`config.mk`:
```
export PLATFORM = sky130hd
export DESIGN_NAME = panel_timer_lock
export DESIGN_NICKNAME = d
export VERILOG_FILES = /design/src/panel_pkg.sv /design/src/key_sync.sv /design/src/panel_timer_lock.sv
export SDC_FILE = /design/constraint.sdc
export NUM_CORES = 1
export LEC_CHECK = 0
export ABC_AREA = 1
export BUFFER_PORTS_ARGS = -buffer_cell sky130_fd_sc_hd__buf_2
export CORE_MARGIN = 1
export CORE_UTILIZATION = 64
export DETAILED_ROUTE_END_ITERATION = 16
export PLACE_DENSITY = 0.94
export SLEW_MARGIN = 20
export SYNTH_ARGS = -nofsm -noshare
export SYNTH_HDL_FRONTEND = slang
export SYNTH_HIERARCHICAL = 1
export SYNTH_SLANG_ARGS = --single-unit
export TNS_END_PERCENT = 20
```
`constraint.sdc`:
```
create_clock -name aclk -period 4.3 [get_ports aclk]
set_input_delay 0.215 -clock aclk [delete_from_list [all_inputs] [get_ports aclk]]
set_output_delay 0.215 -clock aclk [all_outputs]
set_load 0.02 [all_outputs]
```
`src/panel_pkg.sv`:
```
// What this block does
// RULE1 - Nonzero duration starts countdown when key switches on
// RULE2 - Running countdown blinks that function's indicator
// RULE3 - Function on without timer lights indicator steadily
// RULE4 - Countdown reaching zero switches function off
// RULE5 - Durations held and shown as hours, minutes
// RULE6 - Each up/down edit step is fifteen minutes
// RULE7 - Duration capped at eight hours, no higher step
// RULE8 - Duration stored only on second accept press; a bus write to REG_DURATION also stores it
// RULE9 - Blower lock defaults to disabled
// RULE10 - Enabled lock needs matching three-stroke sequence
// RULE11 - No click for first two strokes
// RULE12 - Lock offers none plus seven patterns
// RULE13 - Lock pattern committed only on second accept; a bus write to REG_LOCK also sets it
// RULE14 - Status shows only running timers with remaining time
// RULE15 - Menu selection wraps in both directions
// RULE16 - Zero duration runs untimed, indicator steady
// RULE17 - Wrong stroke discards sequence, blower stays off
// RULE18 - Countdowns step on common one-second tick
package panel_pkg;

  // ****************************************************************
  // Geometry and keys
  // ****************************************************************
  localparam int NUM_FUNC = 2;
  localparam int NUM_KEYS = 7;
  localparam int KEY_LIGHT = 0;
  localparam int KEY_OUTLET = 1;
  localparam int KEY_BLOWER = 2;
  localparam int KEY_HIDDEN = 3;
  localparam int KEY_UP = 4;
  localparam int KEY_DOWN = 5;
  localparam int KEY_ACCEPT = 6;
  localparam int ADDR_W = 8;
  localparam int REM_W = 15;
  localparam int LOCK_LEN = 3;

  // ****************************************************************
  // Durations and timing
  // ****************************************************************
  localparam int MIN_PER_STEP = 15;
  localparam int SECS_PER_STEP = MIN_PER_STEP * 60;
  localparam int MAX_HOURS = 8;
  localparam logic [5:0] STEP_MAX = 6'(MAX_HOURS * 60 / MIN_PER_STEP);
  localparam logic [1:0] STEPS_PER_HOUR_LOG2 = 2'h2;
  localparam int TICK_PERIOD_S = 1;
  localparam int CLK_FREQ_HZ = 10_000_000;
  localparam int TICK_CYCLES = TICK_PERIOD_S * CLK_FREQ_HZ;

  // ****************************************************************
  // Register map, fields and reset values
  // ****************************************************************
  localparam logic [ADDR_W-1:0] REG_STATUS = 8'h00;
  localparam logic [ADDR_W-1:0] REG_DURATION = 8'h04;
  localparam logic [ADDR_W-1:0] REG_LOCK = 8'h08;
  localparam logic [ADDR_W-1:0] REG_REMAIN = 8'h0c;
  localparam logic [ADDR_W-1:0] REG_MENU = 8'h10;
  localparam logic [ADDR_W-1:0] REG_HHMM = 8'h14;
  localparam int DUR_FIELD_STRIDE = 8;
  localparam int REM_FIELD_STRIDE = 16;
  localparam int HHMM_FIELD_STRIDE = 16;
  localparam int STAT_RUN_LSB = 4;
  localparam int STAT_CNT_LSB = 8;
  localparam int MENU_EDIT_BIT = 4;
  localparam int MENU_VAL_LSB = 8;
  localparam logic [5:0] DUR_RESET = 6'h00;
  localparam logic [2:0] LOCK_NONE = 3'h0;
  localparam logic [2:0] LOCK_RESET = LOCK_NONE;
  localparam logic [1:0] RESP_OKAY = 2'h0;
  localparam logic [1:0] RESP_SLVERR = 2'h2;

  typedef enum logic [1:0] {ITEM_LIGHT, ITEM_OUTLET, ITEM_LOCK} menu_item_t;

endpackage

```
`src/key_sync.sv`:
```
// ****************************************************************
// Key synchroniser and press detector
// ****************************************************************
module key_sync
  import panel_pkg::*;
(
  input wire logic aclk,
  input wire logic aresetn,
  input wire logic [panel_pkg::NUM_KEYS-1:0] key_raw,
  output logic [panel_pkg::NUM_KEYS-1:0] key_press
);

  logic [NUM_KEYS-1:0] meta_q;
  logic [NUM_KEYS-1:0] sync_q;
  logic [NUM_KEYS-1:0] prev_q;

  // Two flops per key, then one more for the rising edge
  for (genvar k = 0; k < NUM_KEYS; k++)
  begin : g_key
    always_ff @(posedge aclk)
    begin
      if (!aresetn)
      begin
        meta_q[k] <= 1'b0;
        sync_q[k] <= 1'b0;
        prev_q[k] <= 1'b0;
      end
      else
      begin
        meta_q[k] <= key_raw[k];
        sync_q[k] <= meta_q[k];
        prev_q[k] <= sync_q[k];
      end
    end
    assign key_press[k] = sync_q[k] & ~prev_q[k];
  end

endmodule

```
`src/panel_timer_lock.sv`:
```
// ****************************************************************
// Auto-off timers, menu editing and blower key lock
// ****************************************************************
//
// Decided for this implementation: the register offsets and the AXI4-Lite interface to the registers.
module panel_timer_lock
  import panel_pkg::*;
#(
  parameter int TICK_LEN = panel_pkg::TICK_CYCLES
)
(
  input wire logic aclk,
  input wire logic aresetn,
  input wire logic [panel_pkg::ADDR_W-1:0] s_axi_awaddr,
  input wire logic [2:0] s_axi_awprot,
  input wire logic s_axi_awvalid,
  output logic s_axi_awready,
  input wire logic [31:0] s_axi_wdata,
  input wire logic [3:0] s_axi_wstrb,
  input wire logic s_axi_wvalid,
  output logic s_axi_wready,
  output logic [1:0] s_axi_bresp,
  output logic s_axi_bvalid,
  input wire logic s_axi_bready,
  input wire logic [panel_pkg::ADDR_W-1:0] s_axi_araddr,
  input wire logic [2:0] s_axi_arprot,
  input wire logic s_axi_arvalid,
  output logic s_axi_arready,
  output logic [31:0] s_axi_rdata,
  output logic [1:0] s_axi_rresp,
  output logic s_axi_rvalid,
  input wire logic s_axi_rready,
  input wire logic key_light,
  input wire logic key_outlet,
  input wire logic key_blower,
  input wire logic key_hidden,
  input wire logic key_up,
  input wire logic key_down,
  input wire logic accept_key,
  output logic [panel_pkg::NUM_FUNC-1:0] func_on,
  output logic [panel_pkg::NUM_FUNC-1:0] func_led,
  output logic blower_on,
  output logic click
);

  import panel_pkg::*;

  logic [NUM_KEYS-1:0] key_p;
  logic [23:0] tick_cnt_q;
  logic tick_q;
  logic blink_q;
  logic [5:0] dur_q [NUM_FUNC];
  logic [REM_W-1:0] rem_q [NUM_FUNC];
  logic [NUM_FUNC-1:0] on_q;
  logic [NUM_FUNC-1:0] led_q;
  logic [NUM_FUNC-1:0] running;
  logic [2:0] lock_q;
  logic [1:0] stroke_cnt_q;
  logic blower_q;
  logic click_q;
  menu_item_t sel_q;
  logic editing_q;
  logic [5:0] edit_val_q;
  logic [5:0] cur_val;
  logic commit;
  logic stroke_bit;
  logic stroke_ok;
  logic awready_q;
  logic wready_q;
  logic bvalid_q;
  logic [1:0] bresp_q;
  logic arready_q;
  logic rvalid_q;
  logic [31:0] rdata_q;
  logic [1:0] rresp_q;
  logic [ADDR_W-1:0] wr_addr_q;
  logic [31:0] wr_data_q;
  logic [3:0] wr_strb_q;
  logic wr_fire;
  logic [31:0] rd_data;
  logic rd_hit;

  // ****************************************************************
  // Key inputs
  // ****************************************************************
  key_sync u_keys (
    .aclk(aclk),
    .aresetn(aresetn),
    .key_raw({accept_key, key_down, key_up, key_hidden, key_blower, key_outlet, key_light}),
    .key_press(key_p)
  );

  // ****************************************************************
  // One-second tick and blink phase
  // ****************************************************************
  // All timers share this tick so remaining times stay in step
  always_ff @(posedge aclk)
  begin
    if (!aresetn)
    begin
      tick_cnt_q <= 24'h000000;
      tick_q <= 1'b0;
      blink_q <= 1'b0;
    end
    else if (tick_cnt_q == 24'(TICK_LEN - 1)) // [RULE18]
    begin
      tick_cnt_q <= 24'h000000;
      tick_q <= 1'b1;
      blink_q <= ~blink_q;
    end
    else
    begin
      tick_cnt_q <= tick_cnt_q + 24'h000001;
      tick_q <= 1'b0;
    end
  end

  // ****************************************************************
  // Timed functions
  // ****************************************************************
  assign commit = key_p[KEY_ACCEPT] & editing_q;
  assign wr_fire = ~awready_q & ~wready_q & ~bvalid_q;

  for (genvar i = 0; i < NUM_FUNC; i++)
  begin : g_func
    assign running[i] = on_q[i] & (rem_q[i] != '0);

    // Key toggles the function; a zero duration runs untimed
    always_ff @(posedge aclk)
    begin
      if (!aresetn)
      begin
        on_q[i] <= 1'b0;
        rem_q[i] <= '0;
      end
      else if (key_p[i])
      begin
        on_q[i] <= ~on_q[i];
        rem_q[i] <= on_q[i] ? '0 : REM_W'(dur_q[i] * SECS_PER_STEP); // [RULE1] [RULE16]
      end
      else if (running[i] && tick_q)
      begin
        if (rem_q[i] == REM_W'(1))
          on_q[i] <= 1'b0; // [RULE4]
        rem_q[i] <= rem_q[i] - REM_W'(1); // [RULE18]
      end
    end

    // Blink while counting, steady when untimed
    always_ff @(posedge aclk)
    begin
      if (!aresetn)
        led_q[i] <= 1'b0;
      else
        led_q[i] <= on_q[i] & (~running[i] | blink_q); // [RULE2] [RULE3] [RULE16]
    end

    // Duration: menu commit first, else a bus write clamped to the cap
    always_ff @(posedge aclk)
    begin
      if (!aresetn)
        dur_q[i] <= DUR_RESET;
      else if (commit && sel_q == menu_item_t'(i)) // [RULE8]
        dur_q[i] <= edit_val_q;
      else if (wr_fire && wr_addr_q == REG_DURATION && wr_strb_q[i])
      begin
        if (wr_data_q[i*DUR_FIELD_STRIDE +: 6] > STEP_MAX)
          dur_q[i] <= STEP_MAX; // [RULE7]
        else
          dur_q[i] <= wr_data_q[i*DUR_FIELD_STRIDE +: 6];
      end
    end
  end

  // ****************************************************************
  // Menu navigation and value editing
  // ****************************************************************
  always_comb
  begin
    unique case (sel_q)
      ITEM_LIGHT: cur_val = dur_q[0];
      ITEM_OUTLET: cur_val = dur_q[1];
      ITEM_LOCK: cur_val = {3'h0, lock_q};
      default: cur_val = 6'h00;
    endcase
  end

  // Durations saturate; the lock choice cycles through all eight
  always_ff @(posedge aclk)
  begin
    if (!aresetn)
    begin
      sel_q <= ITEM_LIGHT;
      editing_q <= 1'b0;
      edit_val_q <= 6'h00;
    end
    else if (key_p[KEY_ACCEPT])
    begin
      editing_q <= ~editing_q; // [RULE8] [RULE13]
      if (!editing_q)
        edit_val_q <= cur_val;
    end
    else if (key_p[KEY_UP])
    begin
      if (!editing_q)
        sel_q <= (sel_q == ITEM_LOCK) ? ITEM_LIGHT : menu_item_t'(sel_q + 2'h1); // [RULE15]
      else if (sel_q == ITEM_LOCK)
        edit_val_q <= {3'h0, edit_val_q[2:0] + 3'h1}; // [RULE12] [RULE13]
      else if (edit_val_q < STEP_MAX)
        edit_val_q <= edit_val_q + 6'h01; // [RULE6] [RULE7]
    end
    else if (key_p[KEY_DOWN])
    begin
      if (!editing_q)
        sel_q <= (sel_q == ITEM_LIGHT) ? ITEM_LOCK : menu_item_t'(sel_q - 2'h1); // [RULE15]
      else if (sel_q == ITEM_LOCK)
        edit_val_q <= {3'h0, edit_val_q[2:0] - 3'h1}; // [RULE12]
      else if (edit_val_q != 6'h00)
        edit_val_q <= edit_val_q - 6'h01; // [RULE6]
    end
  end

  // Lock choice; zero means no lock and is the reset value
  always_ff @(posedge aclk)
  begin
    if (!aresetn)
      lock_q <= LOCK_RESET; // [RULE9]
    else if (commit && sel_q == ITEM_LOCK)
      lock_q <= edit_val_q[2:0]; // [RULE13]
    else if (wr_fire && wr_addr_q == REG_LOCK && wr_strb_q[0])
      lock_q <= wr_data_q[2:0];
  end

  // ****************************************************************
  // Blower key and hidden key sequence
  // ****************************************************************
  // Pattern bits, first stroke in the top bit: blower is 0, hidden is 1
  assign stroke_bit = ~key_p[KEY_BLOWER];
  assign stroke_ok = stroke_bit == lock_q[2'(LOCK_LEN - 1) - stroke_cnt_q];

  always_ff @(posedge aclk)
  begin
    if (!aresetn)
    begin
      blower_q <= 1'b0;
      stroke_cnt_q <= 2'h0;
      click_q <= 1'b0;
    end
    else
    begin
      click_q <= 1'b0;
      if (key_p[KEY_BLOWER] || key_p[KEY_HIDDEN])
      begin
        if (blower_q)
        begin
          // Turning off is never locked
          stroke_cnt_q <= 2'h0;
          if (key_p[KEY_BLOWER])
          begin
            blower_q <= 1'b0;
            click_q <= 1'b1;
          end
        end
        else if (lock_q == LOCK_NONE)
        begin
          if (key_p[KEY_BLOWER])
          begin
            blower_q <= 1'b1; // [RULE9]
            click_q <= 1'b1;
          end
        end
        else if (!stroke_ok)
          stroke_cnt_q <= 2'h0; // [RULE17]
        else if (stroke_cnt_q == 2'(LOCK_LEN - 1))
        begin
          blower_q <= 1'b1; // [RULE10]
          click_q <= 1'b1; // [RULE11]
          stroke_cnt_q <= 2'h0;
        end
        else
          stroke_cnt_q <= stroke_cnt_q + 2'h1; // [RULE11]
      end
      else if (key_p != '0)
        click_q <= 1'b1;
    end
  end

  // ****************************************************************
  // AXI4-Lite slave
  // ****************************************************************
  // Address and data are taken independently; one write in flight
  always_ff @(posedge aclk)
  begin
    if (!aresetn)
    begin
      awready_q <= 1'b1;
      wready_q <= 1'b1;
      bvalid_q <= 1'b0;
      bresp_q <= RESP_OKAY;
      wr_addr_q <= '0;
      wr_data_q <= 32'h00000000;
      wr_strb_q <= 4'h0;
    end
    else
    begin
      if (s_axi_awvalid && awready_q)
      begin
        awready_q <= 1'b0;
        wr_addr_q <= s_axi_awaddr;
      end
      if (s_axi_wvalid && wready_q)
      begin
        wready_q <= 1'b0;
        wr_data_q <= s_axi_wdata;
        wr_strb_q <= s_axi_wstrb;
      end
      if (wr_fire)
      begin
        bvalid_q <= 1'b1;
        bresp_q <= (wr_addr_q[ADDR_W-1:2] <= REG_HHMM[ADDR_W-1:2] && wr_addr_q[1:0] == 2'h0) ?
                   RESP_OKAY : RESP_SLVERR;
      end
      if (bvalid_q && s_axi_bready)
      begin
        bvalid_q <= 1'b0;
        awready_q <= 1'b1;
        wready_q <= 1'b1;
      end
    end
  end

  // Read decode; an idle timer reads back zero remaining time
  always_comb
  begin
    rd_data = 32'h00000000;
    rd_hit = 1'b1;
    unique case (s_axi_araddr)
      REG_STATUS:
        rd_data = {22'h0, stroke_cnt_q, 2'h0, running, 1'b0, blower_q, on_q}; // [RULE14]
      REG_DURATION:
        rd_data = {18'h0, dur_q[1], 2'h0, dur_q[0]};
      REG_LOCK:
        rd_data = {29'h0, lock_q};
      REG_REMAIN:
        rd_data = {1'b0, rem_q[1], 1'b0, rem_q[0]}; // [RULE14]
      REG_MENU:
        rd_data = {18'h0, edit_val_q, 3'h0, editing_q, 2'h0, sel_q};
      REG_HHMM:
        // Hours in the low byte, minutes in the next, per function
        for (int f = 0; f < NUM_FUNC; f++)
        begin
          rd_data[f*HHMM_FIELD_STRIDE +: 8] = 8'(dur_q[f] >> STEPS_PER_HOUR_LOG2); // [RULE5]
          rd_data[f*HHMM_FIELD_STRIDE+8 +: 8] = 8'(dur_q[f][1:0] * MIN_PER_STEP); // [RULE5]
        end
      default:
        rd_hit = 1'b0;
    endcase
  end

  always_ff @(posedge aclk)
  begin
    if (!aresetn)
    begin
      arready_q <= 1'b1;
      rvalid_q <= 1'b0;
      rdata_q <= 32'h00000000;
      rresp_q <= RESP_OKAY;
    end
    else if (s_axi_arvalid && arready_q)
    begin
      arready_q <= 1'b0;
      rvalid_q <= 1'b1;
      rdata_q <= rd_data;
      rresp_q <= rd_hit ? RESP_OKAY : RESP_SLVERR;
    end
    else if (rvalid_q && s_axi_rready)
    begin
      rvalid_q <= 1'b0;
      arready_q <= 1'b1;
    end
  end

  // Outputs straight from flops
  assign s_axi_awready = awready_q;
  assign s_axi_wready = wready_q;
  assign s_axi_bvalid = bvalid_q;
  assign s_axi_bresp = bresp_q;
  assign s_axi_arready = arready_q;
  assign s_axi_rvalid = rvalid_q;
  assign s_axi_rdata = rdata_q;
  assign s_axi_rresp = rresp_q;
  assign func_on = on_q;
  assign func_led = led_q;
  assign blower_on = blower_q;
  assign click = click_q;
endmodule

```
# Word level (Yosys, flattened, before mapping)
# Memory sizes are Yosys's and may differ from the RTL's.
# Cells that the tools add are included.
# word_totals
register_bits	132
ram_bits	42
in_bits	72
wordCells	275
memories	2
# memory_table
name	words	width	rd	rd_clocked_by_memory_dff	write_ports	line	text
rem_q	2	15	2	0	2	panel_timer_lock.sv:53	logic [REM_W-1:0] rem_q [NUM_FUNC];
dur_q	2	6	2	0	2	panel_timer_lock.sv:52	logic [5:0] dur_q [NUM_FUNC];
# op_classes
n_addsub	11
n_mul	4
n_lt_le_gt_ge	5
n_eq_ne	17
muxes	102
bitwise_logic	45
reduce_logical	43
# ops
op	count
$pmux W31 S6	1
$mux W6	16
$mux W15	6
$mux W1	63
$eq A15 B1 Y1 const B	2
$reduce_bool A15 Y1	2
$sub A15 B1 Y15 const B	2
$mul A6 B8 Y13 const B	2
$add A24 B1 Y24 const B	1
$eq A24 B24 Y1 const B	1
$eq A8 B4 Y1 const B	3
$mux W2	12
$not A1 Y1	19
$pmux W6 S3	1
$eq A8 B3 Y1 const B	2
$eq A8 B5 Y1 const B	2
$logic_and A1 B1 Y1	16
$reduce_bool A2 Y1	8
$and A1 B1 Y1	14
$gt A6 B6 Y1 const B	2
$mul A2 B4 Y6 const B	2
$or A1 B1 Y1	12
$logic_not A8 Y1	1
$reduce_bool A7 Y1	1
other kinds (28)	36

# Logic depth before layout (Yosys ltp)
# logic_depth
ltp_word	11
mapped_depth	13

# Modules after synthesis
# Netlist, hierarchy kept.
# modules_own_cells
mod	instances	cells_each	area_per_inst_um2
panel_timer_lock	1	1283	9341.5
key_sync	1	79	653.1

# Worst setup path before layout
# No wires, ideal clock.
# synth_path
kind	reg-to-reg
start	memory dur_q[0][0]
end	memory rem_q[0][13], data pin
arrival_ns	2.506
t_required_ns	4.048
setup_slack_ns	1.541
stages_incl_launch_ff	13
period_less_slack_ns	2.759
path_cell_list	edfxtp_1 > inv_1 > fa_1 > inv_1 > ha_1 > ha_1 > fa_1 > nand2_1 > nand2_1 > a21oi_1 > xor2_1 > or2_1 > nand2_1
# synth_rtl
element	line
from (decl)	panel_timer_lock.sv:52
to (decl)	panel_timer_lock.sv:53

==> flow_summary_export.csv <==
group,metric,value,unit
die,start_util,65.7,%
setup_path,reg2regPathDepth,12,
placement,dp_hpwl,18100,um
min_path,min_path_cells,3,
setup_path,slowest_stage,"fa_1",
grt,first_global_vias,8972,
finish,drive_gt1_share,11.7,%
detailed_routing,wl_met3,2250,um
finish,final_common_cell,"nand2_1",
placement,port_buffers,86,
detailed_routing,route.met2.wl,11800,um
finish,fin_area,0.0111,mm2
die,fp-row-count,45,
detailed_routing,wire_per_inst,15.4,um
logic_synthesis,synth_seq_cells,168,
detailed_routing,routed.top_layer,"met4",
setup_path,arrival,3.37,ns
setup_path,critPathLaunchType,"flop",
timing,setup_viol,0,
logic_synthesis,syn_inst,1362,
setup_path,rr_endpoint,"rem_q[0][14]$_DFFE_PP_",
die,die_h,127,um
clock_network,htreeDepth,4,
timing,fin_tns_setup,0,ns
finish,n_antenna_cell,0,
min_path,whs_endpoint,"wr_addr_q[6]$_SDFFE_PN0P_",
die,fp.dieArea,0.0161,mm2
status,outcome,"completed",
setup_path,worstPathMaxFanout,5,
min_path,hp-class,"input port to flop",
detailed_routing,drtPass1Iterations,6,
clock_network,clk_pin_slew,0.07,ns
grt,antenna_found_initial,0,
die,core,0.0152,mm2
setup_path,cp.required,4.47,ns
finish,fillers,1106,
detailed_routing,vias_per_cell,5.74,
pwr,p_per_area,336,mW/mm2
min_path,worstHoldStart,"s_axi_awaddr[6]",
detailed_routing,wl,25300,um
timing,max_freq,313,MHz
logic_synthesis,synth_cell_type_count,49,
setup_path,end_kind,"flop",
setup_path,max_stage_delay,0.57,ns
detailed_routing,detail_route.iter0.violations,1056,
pwr,p_leak,5.13,nW
logic_synthesis,seq_area_frac_synth,37.9,%
finish,final_core_util,73.1,%
timing,slew_viol_final,0,
setup_path,cpLargestDelayFamily,"adder cells",
grt,grt-ovfl-total,0,
timing,grt_setup_unrepaired,"false",
logic_synthesis,avgSynthCellArea,7.34,um2
die,die_x,127,um
detailed_routing,vias,9441,
setup_path,cp.buffers_inverters,3,
logic_synthesis,synth_flop_cell,"dfxtp_1",
clock_network,cts_buffers,17,
clock_network,clk_latency,0.44,ns
placement,dpl_cell_area,0.0105,mm2
clock_network,ctsLongestPathBuffers,2,
timing,finalHoldViolations,0,
logic_synthesis,yosysWarningCount,6,
finish,final_nets,1588,
pwr,ir_worst_vdd,0.313,mV
finish,synthToLayoutAreaGrowth,11.2,%
detailed_routing,detail-route-antenna-nets,0,
logic_synthesis,ys_async_sr_fraction,0,%
die,io_pins,119,
setup_path,ff2ff_setup_slack,1.11,ns
grt,grt_max_degree,72,
detailed_routing,drc_errors,0,
timing,tightest_slew,0.871,ns
job,max-cap-violations,0,
setup_path,path_class,"flop to flop",
detailed_routing,drt-met1-wl,10100,um
finish,layout_common_cells,"nand2_1, inv_1, nor2_1",
setup_path,crit_chain,"inv_1 > fa_1 > inv_1 > ha_1 > ha_1 > ha_1 > nand2_1 > inv_1 > nand4_1 > o211ai_1 > o21ai_0 > nand2_1",
placement,globalplace.congestion,1.01,
timing,slew_headroom,41.8,%
clock_network,post-cts-setup-buffers,0,
grt,grt_pass1_wl,42000,um
clock_network,cts-root-buf,"clkbuf_16",
setup_path,r2r_start,"dur_q[0][3]$_DFFE_PP_",
timing,skew,0.0108,ns
clock_network,cts_tree,"yes",
timing,post-route-period-util,74.3,%
clock_network,clkSinkCount,168,
grt,track_usage,32.8,%
timing,min_period,3.19,ns
logic_synthesis,synth_edf_count,42,
logic_synthesis,syn_area,0.00999,mm2
worst register-to-register path, delay by kind of cell, from the launching register on:
| family | cells | cell delay, ns |
|---|---|---|
| fa+ha+maj | 4 | 1.50 |
| compound gates | 2 | 0.41 |
| buf+inv | 3 | 0.28 |
| flops | 1 | 0.48 |
| simple gates | 3 | 0.25 |
worst max path at each step:
stage | endpoint | depth (start not counted) | startpoint | slack (ns)
6_report | rem_q[0][14]$_DFFE_PP_ | 12 | dur_q[0][3]$_DFFE_PP_ | 1.11
3_5_place_dp | rem_q[0][14]$_DFFE_PP_ | 12 | dur_q[0][3]$_DFFE_PP_ | 1.20
4_1_cts | rem_q[0][14]$_DFFE_PP_ | 12 | dur_q[0][3]$_DFFE_PP_ | 1.19
5_1_grt | rem_q[1][13]$_SDFFCE_PN0P_ | 12 | dur_q[1][0]$_SDFFCE_PN0P_ | 1.02
3_3_place_gp | rem_q[0][14]$_DFFE_PP_ | 12 | dur_q[0][3]$_DFFE_PP_ | 1.27
2_1_floorplan | rem_q[0][13]$_DFFE_PP_ | 12 | dur_q[0][0]$_DFFE_PP_ | 1.54
kinds of logic after synthesis:
group	after synthesis	synth area share, %
xor gates and xnor gates	28	2.45
adders and majority gates	72	9.76
buffers and inverters	217	9.18
and+or+nand+nor	667	29.5
DFF	168	37.9
other	1	0.0375
AOI/OAI and AO/OA	209	11.2
flip-flops by register name (all words and copies together) (netlist names), 2 cells and up:
register / cells
func_on: 2
stroke_cnt_q: 2
wr_data_q: 12
rem_q: 30
edit_val_q: 6
u_keys/prev_q: 7
lock_q: 3
s_axi_rdata: 30
tick_cnt_q: 24
u_keys/sync_q: 7
dur_q: 12
func_led: 2
sel_q: 2
u_keys/meta_q: 7
wr_addr_q: 8
wr_strb_q: 2
synth_stat cells (13+ instances only):
master	number	area (um2)
a21oi_1	94	470
clkbuf_1	13	48.8
dfxtp_1	126	2520
edfxtp_1	42	1260
ha_1	62	776
inv_1	172	646
nand2_1	339	1270
nand3_1	89	445
nand4_1	21	131
nor2_1	149	559
nor3_1	15	75.1
o21ai_0	75	375
o22ai_1	15	93.8
xor2_1	18	158
what timing repair did:
item / in CTS / in global routing
resized for setup: 0 / 0
hold buffers: 7 / 0
hold endpoints to repair: 7 / 0
metal layers:
layer | track usage [%] | up-vias
met5 | 0 | -
met4 | 17.2 | 0
met3 | 6.07 | 109
met2 | 53.9 | 518
met1 | 41.3 | 4247
li1 | - | 4567
per-stage QoR:
step                total power, W  hold WS, ns  setup WS, ns  cells
finish                     0.00374       0.0244          1.11   1645
floorplan                  0.00210        0.308          1.54   1365
global placement           0.00221        0.398          1.27   1606
CTS                        0.00373       0.0230          1.19   1645
global route               0.00388       0.0570          1.02   1645
detailed placement         0.00223        0.398          1.20   1606
where the power goes:
group,internal (W),switching [W],total [W]
Sequential,0.00169,0.0000624,0.00175
Clock,0.000846,0.000675,0.00152
Combinational,0.000160,0.000309,0.000468
Total,0.00269,0.00105,0.00374
layout make-up:
cell class | instances | area, um2 | share of cell area (%)
clock buffer | 20 | 457 | 4.11
inverter | 181 | 681 | 6.13
clock inverter | 12 | 128 | 1.15
tap | 188 | 235 | 2.12
multi-input combinational | 980 | 5310 | 47.7
sequential | 168 | 3780 | 34.1
timing repair buffer | 96 | 523 | 4.71
Note: power is estimated with default switching activity, not from simulation.
